--- src/include/thermal_event_pkg.sv ---
// constants shared by the thermal event monitor
package thermal_event_pkg;

  // ---------------------------------------------------------------
  // register pointers
  // ---------------------------------------------------------------
  localparam logic [7:0] PTR_CAPABILITY = 8'h00;
  localparam logic [7:0] PTR_SETUP      = 8'h01;
  localparam logic [7:0] PTR_HIGH       = 8'h02;
  localparam logic [7:0] PTR_LOW        = 8'h03;
  localparam logic [7:0] PTR_ALARM      = 8'h04;
  localparam logic [7:0] PTR_PRECISION  = 8'h08;

  // ---------------------------------------------------------------
  // setup and capability word field positions
  // ---------------------------------------------------------------
  localparam int SET_MODE_BIT   = 0;
  localparam int SET_POL_BIT    = 1;
  localparam int SET_ALARM_BIT  = 2;
  localparam int SET_EN_BIT     = 3;
  localparam int SET_STAT_BIT   = 4;
  localparam int SET_CLR_BIT    = 5;
  localparam int SET_LOCKA_BIT  = 6;
  localparam int SET_LOCKB_BIT  = 7;
  localparam int SET_SD_BIT     = 8;
  localparam int SET_HYST_LSB   = 9;
  localparam int CAP_PREC_LSB   = 3;

  // ---------------------------------------------------------------
  // reset values
  // ---------------------------------------------------------------
  localparam logic [15:0] SETUP_RESET     = 16'h0000;
  localparam logic [1:0]  PRECISION_RESET = 2'h1;
  localparam logic [12:0] LIMIT_RESET     = 13'h0000;
  localparam logic [15:0] CAP_BASE        = 16'h0000;

  // hysteresis in sixteenths of a degree: 0, 1.5, 3, 6
  localparam logic [12:0] HYST_0 = 13'h0000;
  localparam logic [12:0] HYST_1 = 13'h0018;
  localparam logic [12:0] HYST_2 = 13'h0030;
  localparam logic [12:0] HYST_3 = 13'h0060;

  // ---------------------------------------------------------------
  // timing
  // ---------------------------------------------------------------
  localparam int CLK_HZ       = 40_000_000;
  localparam int PERIOD_MS_P0 = 30;
  localparam int PERIOD_MS_P1 = 65;
  localparam int PERIOD_MS_P2 = 130;
  localparam int PERIOD_MS_P3 = 260;
  localparam int PERIOD_CYC_P0 = PERIOD_MS_P0 * (CLK_HZ / 1000);
  localparam int PERIOD_CYC_P1 = PERIOD_MS_P1 * (CLK_HZ / 1000);
  localparam int PERIOD_CYC_P2 = PERIOD_MS_P2 * (CLK_HZ / 1000);
  localparam int PERIOD_CYC_P3 = PERIOD_MS_P3 * (CLK_HZ / 1000);
  localparam int CNT_W         = 24;

  typedef enum logic {CONV_RUN, CONV_HALT} conv_state_t;

endpackage

--- src/thermal_event_monitor.sv ---
// thermal event monitor: conversion pacing, limits and event output
`timescale 1ns/1ps
module thermal_event_monitor #(
  parameter int PERIOD_P0 = thermal_event_pkg::PERIOD_CYC_P0,
  parameter int PERIOD_P1 = thermal_event_pkg::PERIOD_CYC_P1,
  parameter int PERIOD_P2 = thermal_event_pkg::PERIOD_CYC_P2,
  parameter int PERIOD_P3 = thermal_event_pkg::PERIOD_CYC_P3
) (
  input  wire logic        mclk_i,
  input  wire logic        rst_n_i,
  input  wire logic [7:0]  reg_ptr_i,
  input  wire logic        reg_wr_i,
  input  wire logic [15:0] reg_wdata_i,
  input  wire logic [12:0] ambient_i,
  output logic      [15:0] reg_rdata_o,
  output logic             event_o,
  output logic             sensing_on_o,
  output logic             sample_o
);

  // ---------------------------------------------------------------
  // state
  // ---------------------------------------------------------------
  typedef struct packed {
    thermal_event_pkg::conv_state_t st;
    logic [thermal_event_pkg::CNT_W-1:0] cnt;
    logic [1:0]  prec;
    logic        mode;
    logic        pol;
    logic        alarm_only;
    logic        ev_en;
    logic        lock_a;
    logic        lock_b;
    logic [1:0]  hyst;
    logic [12:0] high;
    logic [12:0] low;
    logic [12:0] alarm;
    logic        high_up;
    logic        low_dn;
    logic        alarm_up;
    logic        irq;
    logic        active;
    logic        event_lvl;
    logic        sensing;
    logic        sample;
    logic [15:0] rdata;
  } state_t;

  state_t s_q;
  state_t s_d;
  logic   rst_meta_q;
  logic   rst_sync_q;
  logic   setup_wr;
  logic   locked;
  logic   sample;
  logic   clr;
  logic   win_now;
  logic   win_prev;
  logic signed [13:0] amb;
  logic signed [13:0] hyst_v;

  // conversion period reload, one less than the period in cycles
  function automatic logic [thermal_event_pkg::CNT_W-1:0] reload(
    input logic [1:0] p
  );
    int c;
    c = PERIOD_P0;
    case (p)
      2'h1:    c = PERIOD_P1;
      2'h2:    c = PERIOD_P2;
      2'h3:    c = PERIOD_P3;
      default: c = PERIOD_P0;
    endcase
    return thermal_event_pkg::CNT_W'(c - 1);
  endfunction

  function automatic logic signed [13:0] sx(input logic [12:0] v);
    return $signed({v[12], v});
  endfunction

  // ---------------------------------------------------------------
  // reset release
  // ---------------------------------------------------------------
  always_ff @(posedge mclk_i or negedge rst_n_i)
  begin
    if (!rst_n_i)
    begin
      rst_meta_q <= 1'b0;
      rst_sync_q <= 1'b0;
    end
    else
    begin
      rst_meta_q <= 1'b1;
      rst_sync_q <= rst_meta_q;
    end
  end

  // ---------------------------------------------------------------
  // next state
  // ---------------------------------------------------------------
  assign setup_wr = reg_wr_i && (reg_ptr_i == thermal_event_pkg::PTR_SETUP);
  assign locked   = s_q.lock_a | s_q.lock_b;
  assign sample   = (s_q.st == thermal_event_pkg::CONV_RUN) &&
                    (s_q.cnt == '0);
  assign clr      = setup_wr && reg_wdata_i[thermal_event_pkg::SET_CLR_BIT];
  assign amb      = sx(ambient_i);
  assign win_prev = s_q.high_up | s_q.low_dn;

  always_comb
  begin
    s_d = s_q;
    case (s_q.hyst)
      2'h1:    hyst_v = sx(thermal_event_pkg::HYST_1);
      2'h2:    hyst_v = sx(thermal_event_pkg::HYST_2);
      2'h3:    hyst_v = sx(thermal_event_pkg::HYST_3);
      default: hyst_v = sx(thermal_event_pkg::HYST_0);
    endcase
    // writes are honoured in every state, shutdown included
    if (reg_wr_i)
    begin
      case (reg_ptr_i)
        thermal_event_pkg::PTR_SETUP:
        begin
          s_d.alarm_only = reg_wdata_i[thermal_event_pkg::SET_ALARM_BIT];
          // interrupt mode is not selectable in alarm-only
          s_d.mode  = reg_wdata_i[thermal_event_pkg::SET_MODE_BIT] &
                      ~reg_wdata_i[thermal_event_pkg::SET_ALARM_BIT];
          s_d.pol   = reg_wdata_i[thermal_event_pkg::SET_POL_BIT];
          s_d.ev_en = reg_wdata_i[thermal_event_pkg::SET_EN_BIT];
          // locks are sticky until reset so a stray write cannot undo them
          s_d.lock_a = s_q.lock_a |
                       reg_wdata_i[thermal_event_pkg::SET_LOCKA_BIT];
          s_d.lock_b = s_q.lock_b |
                       reg_wdata_i[thermal_event_pkg::SET_LOCKB_BIT];
          s_d.hyst  = reg_wdata_i[thermal_event_pkg::SET_HYST_LSB +: 2];
          if (!reg_wdata_i[thermal_event_pkg::SET_SD_BIT])
            s_d.st = thermal_event_pkg::CONV_RUN;
          else if (!locked)
            s_d.st = thermal_event_pkg::CONV_HALT;
        end
        thermal_event_pkg::PTR_HIGH:
          if (!locked)
            s_d.high = {reg_wdata_i[12:2], 2'h0};
        thermal_event_pkg::PTR_LOW:
          if (!locked)
            s_d.low = {reg_wdata_i[12:2], 2'h0};
        thermal_event_pkg::PTR_ALARM:
          if (!locked)
            s_d.alarm = {reg_wdata_i[12:2], 2'h0};
        thermal_event_pkg::PTR_PRECISION:
          s_d.prec = reg_wdata_i[1:0];
        default:
          s_d.prec = s_d.prec;
      endcase
    end

    // conversion pacing; nothing counts while halted
    if (sample)
      s_d.cnt = reload(s_q.prec);
    else if (s_q.st == thermal_event_pkg::CONV_RUN)
      s_d.cnt = s_q.cnt - 1'b1;
    // a restart waits a full period before the first judgement
    if (s_q.st == thermal_event_pkg::CONV_HALT &&
        s_d.st == thermal_event_pkg::CONV_RUN)
      s_d.cnt = reload(s_d.prec);

    // limit flags only move on a fresh reading
    if (sample)
    begin
      if (amb > sx(s_q.high))
        s_d.high_up = 1'b1;
      else if (amb < sx(s_q.high) - hyst_v)
        s_d.high_up = 1'b0;
      if (amb < sx(s_q.low) - hyst_v)
        s_d.low_dn = 1'b1;
      else if (amb >= sx(s_q.low))
        s_d.low_dn = 1'b0;
      if (amb >= sx(s_q.alarm))
        s_d.alarm_up = 1'b1;
      else if (amb < sx(s_q.alarm) - hyst_v)
        s_d.alarm_up = 1'b0;
    end
    win_now = s_d.high_up | s_d.low_dn;

    // clear strobe first, so a crossing in the same cycle wins
    if (clr)
      s_d.irq = 1'b0;
    if (sample && win_now && !win_prev)
      s_d.irq = 1'b1;

    s_d.active = s_d.ev_en & (s_d.alarm_up |
                 (~s_d.alarm_only &
                  (s_d.mode ? s_d.irq : win_now)));
    s_d.event_lvl = s_d.active ^ ~s_d.pol;
    s_d.sensing   = (s_d.st == thermal_event_pkg::CONV_RUN);
    s_d.sample    = sample;

    case (reg_ptr_i)
      thermal_event_pkg::PTR_CAPABILITY:
      begin
        s_d.rdata = thermal_event_pkg::CAP_BASE;
        s_d.rdata[thermal_event_pkg::CAP_PREC_LSB +: 2] = s_q.prec;
      end
      thermal_event_pkg::PTR_SETUP:
        s_d.rdata = {5'h00, s_q.hyst,
                     s_q.st == thermal_event_pkg::CONV_HALT,
                     s_q.lock_b, s_q.lock_a, 1'b0,
                     s_q.active,
                     s_q.ev_en, s_q.alarm_only, s_q.pol, s_q.mode};
      thermal_event_pkg::PTR_HIGH:      s_d.rdata = {3'h0, s_q.high};
      thermal_event_pkg::PTR_LOW:       s_d.rdata = {3'h0, s_q.low};
      thermal_event_pkg::PTR_ALARM:     s_d.rdata = {3'h0, s_q.alarm};
      thermal_event_pkg::PTR_PRECISION: s_d.rdata = {14'h0000, s_q.prec};
      default:                          s_d.rdata = 16'h0000;
    endcase
  end

  // ---------------------------------------------------------------
  // registers
  // ---------------------------------------------------------------
  always_ff @(posedge mclk_i or negedge rst_sync_q)
  begin
    if (!rst_sync_q)
    begin
      s_q            <= '0;
      s_q.st         <= thermal_event_pkg::CONV_RUN;
      s_q.cnt        <= reload(thermal_event_pkg::PRECISION_RESET);
      s_q.prec       <= thermal_event_pkg::PRECISION_RESET;
      s_q.mode       <= thermal_event_pkg::SETUP_RESET[0];
      s_q.pol        <= thermal_event_pkg::SETUP_RESET[1];
      s_q.high       <= thermal_event_pkg::LIMIT_RESET;
      s_q.low        <= thermal_event_pkg::LIMIT_RESET;
      s_q.alarm      <= thermal_event_pkg::LIMIT_RESET;
      s_q.event_lvl  <= 1'b1;
      s_q.sensing    <= 1'b1;
    end
    else
      s_q <= s_d;
  end

  assign reg_rdata_o  = s_q.rdata;
  assign event_o      = s_q.event_lvl;
  assign sensing_on_o = s_q.sensing;
  assign sample_o     = s_q.sample;
endmodule

--- config.mk ---
export PLATFORM = sky130hd
export DESIGN_NAME = thermal_event_monitor
export DESIGN_NICKNAME = d
export VERILOG_FILES = /design/src/include/thermal_event_pkg.sv /design/src/thermal_event_monitor.sv
export SDC_FILE = /design/constraint.sdc
export NUM_CORES = 1
export LEC_CHECK = 0
export BUFFER_PORTS_ARGS = -buffer_cell sky130_fd_sc_hd__buf_2
export CORE_AREA = 2 2 115 117
export DETAILED_ROUTE_END_ITERATION = 16
export DIE_AREA = 0 0 117 119
export PLACE_DENSITY = 0.72
export SLEW_MARGIN = 20
export SYNTH_ARGS = -nofsm -noshare
export SYNTH_HDL_FRONTEND = slang
export SYNTH_SLANG_ARGS = --single-unit
--- constraint.sdc ---
create_clock -name mclk_i -period 3.7 [get_ports mclk_i]
set_clock_uncertainty 0.05 [all_clocks]
set_input_delay 0.555 -clock mclk_i [delete_from_list [all_inputs] [get_ports mclk_i]]
set_output_delay 0.555 -clock mclk_i [all_outputs]
set_load 0.01 [all_outputs]
[After elaboration in Yosys (flattened, before gate mapping)]
Cells that the tools add are included.
Word-level totals
  bits of input ports: 40
  output and inout port bits: 19
  register bits after elaboration: 94
  word-level logic and storage cells: 112
Cells by class
  muxes and demuxes: 32
  eq/ne operators: 15
  add/subtract/negate cells: 6
  reduce and logical (&&, ||, !) cells: 13
  $lt $le $gt $ge: 6
  bitwise logic cells: 16
Operators by type and width (count)
  24-bit one-hot mux with 3 select lines: 2
  24-bit two-way mux: 5
  13-bit two-way mux: 6
  13-bit one-hot mux with 6 select lines: 1
  49-bit two-way mux: 1
  24-bit by 2-bit subtractor with 24-bit output, second input constant: 2
  13-bit by 14-bit < comparator with 1-bit output: 3
  13-bit by 8-bit subtractor with 14-bit output: 3
  13-bit greater-or-equal comparator: 2
  24-bit zero test: 1
  24-bit by 1-bit subtractor with 24-bit output, second input constant: 1
  7-bit one-hot mux with 3 select lines: 1
  8-bit by 2-bit == test with 1-bit output, second input constant: 2
  13-bit greater-than comparator: 1
  1-bit two-way mux: 13
  2-bit == test, second input constant: 6
  3-bit AND reduction: 3
  8-bit by 1-bit == test with 1-bit output, second input constant: 1
  8-bit by 3-bit == test with 1-bit output, second input constant: 1
  8-bit by 4-bit == test with 1-bit output, second input constant: 1
  8-bit zero test: 1
  8-bit two-way mux: 1
  2-bit by 1-bit == test with 1-bit output, second input constant: 3
  1-bit logical AND: 6
  other kinds (9): 21

[Longest topological paths before layout]
Gate-level depths: netlist of run 1.
  depth in word-level cells: 16
  mapped depth: 19
  mapped depth without buffers: 19

[Worst setup path before layout of run 1]
No wires, ideal clock.
  kind: register -> register
  start: register s_q[63] (netlist bit)
  end: register s_q (netlist bit event_o)
  setup time: 0.075 ns
  data required time: 3.575 ns
  setup slack: 0.069 ns
  stages on the path, launching flop included: 17
  data arrival time: 3.505 ns
  path buffers: 0
  clock period less this slack: 3.631 ns
  cells stage by stage: dfrtp_1 > inv_1 > ha_1 > ha_1 > a21o_1 > a21o_1 > a211oi_1 > and3_1 > xnor2_1 > ha_1 > nand4_1 > o221ai_1 > o41ai_1 > o211ai_1 > o221ai_1 > o211ai_2 > xnor2_1
RTL lines
  start: declaration: line thermal_event_monitor.sv:49  | state_t s_q;

==> results.md, run 1 <==
* Status: finished with violations
* Failing checks: negative setup slack
* # DRC at 0
* GRT overflow at 0
* CTS tree: done
* Crit path largest cell delay at about 0.45 ns
* DRT Pass-1 Iters at 6
* Ys Warns at 0
* Register area at approximately 2300 um2
* Worst EP arrival at about 4 ns
* CP Class: reg2reg
* Sw Ratio at between 30% and 40%
* # diodes at 0
* IO buf count at 52
* Rel. slew slack at 40.39%
* Fin Hold WS at 0.3136 ns
* Final ANT Viol Nets at 0
* Min-Delay Path Class: reg2reg
* Utilization after layout at a little over three fifths
* Worst path bufs/invs at 6
* Placed insts at 960
* GPL Wtd Cong at 0.9394
* Top_reg_cell synth: dfrtp_1
* Nets at approximately 940
* Internal power at between 2 and 2.5 mW
* CP startpoint kind: flop
* Area post-placement at between 7000 and 8000 um2
* Endpoint type of the worst setup path: flop
* Die Area at approximately 14000 um2
* Ys async rst share at 100.0%
* Worst setup path start: s_q[64]
* Peak supply drop at slightly above 0.0003 V
* Fin. Hold Viols at 0
* Syn Area/Cell at 9.412 um2
* Clk Latency, worst-skew pair at between 0.3 and 0.4 ns
* Synth top area share at 27.14%
* CORE AREA at roughly 13000 um2
* Post-Place Setup Slack at -0.4393 ns
* Multi-input gate area at ~4400 um2
* Number of synthesized flops with an enable pin at 0
* Worst R2R End: event_o
* Cell Area, Synth at around 7000 um2
* Worst Path Max Fanout at 4
* Min Tclk post-route at approximately 3.9 ns
* Die extent in x at between 100 and 150 um
* Tot GR Track Use at between 20% and 30%
* Max_cap viols at 0
* Final Worst Setup Slack at -0.1837 ns
* Via count at between 5000 and 6000
* Yosys reg bits at ~90
* Share of layout cells above drive strength 1 at between 20 and 30%
* Final max-slew violation count at 0
* Sequential share of power at 39.2%
* Clock power frac at between 20% and 30%
* Worst-Margin Slew at 0.8941 ns
* Top-count cell post-synth: ha_1
* Via density at ~6
* Critical Path RT at between 3 and 4 ns
* H-Tree Depth at 3
* Comb pwr share at between 30% and 40%
* RSZ-0062 raised after global routing: yes
* Ports at between 50 and 60
* Initial antenna violation count at 0
* Worst path cell trace: inv_2 > ha_4 > ha_4 > inv_2 > fa_2 > a21o_1 > a21oi_2 > buf_4 > buf_4 > buf_4 > xnor2_1 > ha_1 > a21oi_2 > a211o_1 > a31oi_2 > o41ai_2 > o211ai_1 > buf_4 > o221ai_2 > o211ai_2 > xnor2_1
* Yosys cell types at 70
* CP endpoint: event_o
* Psw at 1.037 mW
* Chip height at approximately 120 um
* CTS Buffer Depth at 2
* Leading area contributor after synthesis: dfrtp_1
* DP Wirelength at about 14 mm
* Row count at 42
* Critical path depth in cells at 21
* Wirelength per Cell at about 18 um
* FMAX at 257.5 MHz
* Top cells by count, synth: ha_1 (92), dfrtp_1 (74), inv_1 (61), nand2_1 (61), nor2_1 (43)
* Largest cells by area after synthesis: dfrtp_1 (27%), ha_1 (17%), dfstp_2 (6.5%), mux2_2 (4.3%), xnor2_1 (3.9%)
* Flop2flop setup slack at -0.18 ns
* Cells after Synth at about 730
* Vias in the first global route at approximately 6000
* Reg2reg start: s_q[64]
* Total negative slack at -0.3006 ns
* Leak at between 3 and 4 nW
* CTS root buf: clkbuf_16
* Filler cells at 1046
* Largest net degree at the start of global routing at 70
* Area growth, synth to finish at 18.83%
* Most frequent CP cell: buf_4
* FF-to-FF path depth at 21
* Starting Density at 53.00%
* Detailed Route WL at ~18 mm
* Drt first-iter violations at 450
* Final Setup Violations at 3
* Fin cells at around 990
* Design area at a little over 8000 um2
* # clock sinks at 91
* Final period utilization at 105.0%
* Pwr dens at ~400 nW/um2
* Post-synthesis sequential area ratio at between 30 and 40%
* Final Power at 3.207 mW
* Global-route wire length before repair at about 30 mm
* Num CTS Buffers at 9
* Delay-heaviest family, CP: compound AO/OA/AOI/OAI gates
* Worst path slowest cell: dfrtp_2
* Clock slew at reported path FFs at around 0.06 ns
==> routing by layer <==
layer / up-vias / wire [um] / GRT usage [%]
li1: 2744 / - / -
met5: - / 0 / 0
met3: 45 / 1027 / 4.122
met1: 2836 / 7992 / 37.98
met4: 0 / 675 / 12.35
met2: 211 / 8493 / 43.28
==> timing repair <==
item | 4_1_cts | 5_1_grt
pin swaps | 13 | 31
setup endpoints to repair | 5 | 4
hold endpoints to repair | 2 | 0
hold buffers | 1 | 0
gates resized for setup | 30 | 26
setup buffers | 5 | 5
==> worst reg2reg max path: stages (launching register included) <==
cell and delay (ns):
dfrtp_2 0.45, inv_2 0.10, ha_4 0.19, ha_4 0.14
inv_2 0.04, fa_2 0.34, a21o_1 0.19, a21oi_2 0.18
buf_4 0.13, buf_4 0.09, buf_4 0.10, xnor2_1 0.12
ha_1 0.29, a21oi_2 0.21, a211o_1 0.16, a31oi_2 0.04
o41ai_2 0.23, o211ai_1 0.12, buf_4 0.17, o221ai_2 0.19
o211ai_2 0.14, xnor2_1 0.16
==> registers in the layout, indices dropped and copies added (netlist names) <==
| register | count |
|---|---|
| sensing_on_o | 1 |
| s_q | 73 |
| rst_meta_q | 1 |
| event_o | 1 |
| rst_sync_q | 1 |
| reg_rdata_o | 13 |
| sample_o | 1 |
==> cell type report <==
cell class / instances / share of cell area (%)
well taps: 176 / 2.716
flip-flops and latches: 91 / 28.42
multi-input cells: 535 / 53.83
repair buffers: 107 / 8.378
clock inverters: 5 / 0.7869
inverters: 62 / 2.870
clock buffers: 11 / 2.993
==> power groups by stage <==
stage	clock network, mW	logic, mW	registers, mW
after detailed placement	0	0.864	1.27
after global routing	0.989	1.11	1.28
after CTS	0.961	0.926	1.26
after floorplan	0	0.590	1.24
after global placement	0	0.811	1.26
final	0.951	0.998	1.26
==> worst min-delay path by stage <==
stage,depth (start not counted),start,to
floorplan,0,rst_n_i,rst_meta_q
global placement,1,rst_n_i,rst_meta_q
detailed placement,1,rst_n_i,rst_meta_q
CTS,0,rst_meta_q,rst_sync_q
global route,0,rst_meta_q,rst_sync_q
finish,0,rst_meta_q,rst_sync_q
==> placed cells by master, fill, tap and decap left out, types with 27 or more instances in the layout <==
master,netlist,layout
xnor2_1,30,27
inv_1,61,57
ha_1,92,83
nand2_1,61,60
dfrtp_1,74,71
a21oi_1,42,34
buf_2,3,52
nor2_1,43,41
o21ai_0,37,36
buf_4,16,53
==> kinds of logic (layout without fill, tap and decap cells) <==
logic type,after synthesis,count (layout),synth area share [%]
flops,91,91,33.68
mux,41,41,6.491
xor+xnor,35,35,4.492
other cells,2,4,0.1101
buf+inv,101,185,6.546
simple gates,196,196,14.96
fa+ha+maj,95,95,17.75
compound gates,164,164,15.97
Power figures use the tool's default switching activity.
==> inputs of run 2 (changes only) <==
--- a/config.mk
+++ b/config.mk
@@ -10,7 +10,9 @@
 export DETAILED_ROUTE_END_ITERATION = 16
 export DIE_AREA = 0 0 117 119
 export PLACE_DENSITY = 0.72
+export RECOVER_POWER = 100
 export SLEW_MARGIN = 20
 export SYNTH_ARGS = -nofsm -noshare
 export SYNTH_HDL_FRONTEND = slang
 export SYNTH_SLANG_ARGS = --single-unit
+export TNS_END_PERCENT = 1
==> run 2 against run 1 <==
The flow still finishes with violations (negative setup slack). Critical path type unchanged. Clock-buffer cell count unchanged. Die area unchanged. First-iteration DRC count down 16%. Sequential share of layout area up 0.89 points. Critical path depth down 2. Sequential power about the same. Highest routed layer unchanged.
==> results.md, run 2 (synthesis gave the netlist of run 1 again) <==
* CTS tree: done
* Detailed Route WL at 17.89 mm
* Row count at 42
* Area post-placement at approximately 7400 um2
* Final ANT Viol Nets at 0
* Starting Density at between 50 and 60%
* Min Tclk post-route at roughly 4.0 ns
* Largest Register: s_q
* Design area at 7863 um2
* Final Setup Violations at 2
* Drt first-iter violations at approximately 380
* Final period utilization at 106.8%
* GPL Wtd Cong at 0.9394
* Commonest non-fill, non-tap cell in the layout: ha_1
* Utilization after layout at ~60%
* Wirelength per Cell at 18.22 um
* RSZ-0062 raised after global routing: yes
* Fin. Hold Viols at 0
* Worst-Margin Slew at approximately 1.2 ns
* Via density at about 5.9
* Max_cap viols at 0
* Share of layout cells above drive strength 1 at 20.97%
* Worst EP arrival at 4.18 ns
* CP Class: reg2reg
* Nets at approximately 940
* Peak supply drop at 0.0003002 V
* Final max-slew violation count at 0
* Placed insts at between 900 and 1000
* # clock sinks at ~90
* Comb pwr share at between 20% and 30%
* Endpoint type of the worst setup path: flop
* Num CTS Buffers at 9
* Flop2flop setup slack at -0.25 ns
* CTS Buffer Depth at 2
* FMAX at approximately 250 MHz
* Pwr dens at around 400 nW/um2
* Tot GR Track Use at around 28%
* Status: finished with violations
* Via count at 5826
* Sw Ratio at between 30% and 40%
* Ports at between 50 and 60
* CORE AREA at 12870 um2
* Most frequent cells in the layout: ha_1 (88), dfrtp_1 (71), inv_1 (61), nand2_1 (61), buf_4 (43)
* Largest net degree at the start of global routing at 70
* H-Tree Depth at 3
* Final Worst Setup Slack at -0.2518 ns
* Die Area at 13920 um2
* Initial antenna violation count at 0
* Min-Delay Path Class: reg2reg
* Area growth, synth to finish at 15.22%
* Die extent in x at 117 um
* CP startpoint kind: flop
* Leak at around 3.8 nW
* Critical Path RT at 3.93 ns
* Post-Place Setup Slack at -0.4393 ns
* CTS root buf: clkbuf_16
* # DRC at 0
* Chip height at ~120 um
* Vias in the first global route at about 5900
* DRT Pass-1 Iters at 5
* Failing checks: negative setup slack
* IO buf count at 52
* # diodes at 0
* Clock slew at reported path FFs at 0.06 ns
* Internal power at roughly 2.1 mW
* DP Wirelength at ~14 mm
* Clk Latency, worst-skew pair at 0.35 ns
* Global-route wire length before repair at around 30 mm
* Max reg flops at 73
* Fin cells at around 980
* GRT overflow at 0
* Clock power frac at approximately 30%
* Sequential share of power at 40.0%
* Psw at roughly 1 mW
* Worst Path Max Fanout at 4
* Rel. slew slack at between 10% and 20%
## run 2: changes by cell type in the layout (fill, tap and decap cells not counted), moves of 3 or more
cell,change
ha_1,+5
ha_4,-3
a21oi_1,+5
inv_2,-4
clkbuf_1,+23
buf_2,-17
a21oi_2,-5
buf_4,-10
inv_1,+4
## run 2: final cells by class
cell class / count / area, um2
Multi-Input combinational cell: 535 / 4204
Timing Repair Buffer: 102 / 594.3
Inverter: 62 / 232.7
Clock inverter: 5 / 63.81
Clock buffer: 11 / 242.7
Tap cell: 176 / 220.2
Sequential cell: 91 / 2305
Fill cell: 1100 / 5012
## run 2: critical path, stage by stage, from the launching register on
cell	delay [ns]
dfrtp_2	0.42
buf_4	0.14
ha_2	0.19
nor2_2	0.12
buf_4	0.16
ha_4	0.21
a21o_1	0.20
a21oi_2	0.17
and3_4	0.23
nand3_2	0.10
xnor2_2	0.16
ha_1	0.32
nand4_1	0.15
a211o_1	0.27
a31oi_2	0.16
o41ai_2	0.08
o211ai_1	0.30
o221ai_1	0.18
o211ai_2	0.14
xnor2_1	0.15
## run 2: final timing paths
path / startpoint / to / cells after the start
min in group asynchronous: rst_sync_q / reg_rdata_o[1] / 0
hold reg to reg: rst_meta_q / rst_sync_q / 0
hold / removal: rst_meta_q / rst_sync_q / 0
setup / recovery: s_q[63] / event_o / 19
max in group asynchronous: rst_sync_q / s_q[63] / 1
setup reg to reg: s_q[63] / event_o / 19
## run 2: power by group through the flow
stage                     Sequential (mW)  Combinational, mW  Clock [mW]
after floorplan                      1.24              0.590           0
after global placement               1.26              0.811           0
after detailed placement             1.27              0.864           0
after CTS                            1.26              0.920       0.961
after global routing                 1.27               1.05       0.988
final                                1.25              0.934       0.947
## run 2: per-stage QoR
step           power, mW  hold WS [ns]  setup TNS, ns
6_report           3.136        0.3120        -0.3786
2_1_floorplan      1.827        0.2094              0
3_3_place_gp       2.073        0.2884        -0.5780
5_1_grt            3.313        0.3273         -1.074
3_5_place_dp       2.135        0.2945         -1.132
4_1_cts            3.136        0.3196        -0.2304
## run 2: routing by layer
| layer | track usage, % | up-vias | share of wire [%] | wire length [um] |
|---|---|---|---|---|
| met4 | 12.50 | 0 | 4.0 | 718 |
| met1 | 37.97 | 2845 | 44 | 7841 |
| li1 | - | 2734 | - | - |
| met3 | 4.122 | 49 | 5.7 | 1027 |
| met2 | 43.14 | 198 | 46 | 8300 |
| met5 | 0 | - | 0 | 0 |
## run 2: what timing repair did
item                                    in CTS  in global routing
hold buffers                                 1                  0
gates resized for setup                     23                  4
hold endpoints to repair                     2                  0
endpoints found under the setup margin       5                  4
setup buffers                                4                  1
pin swaps                                   13                  8
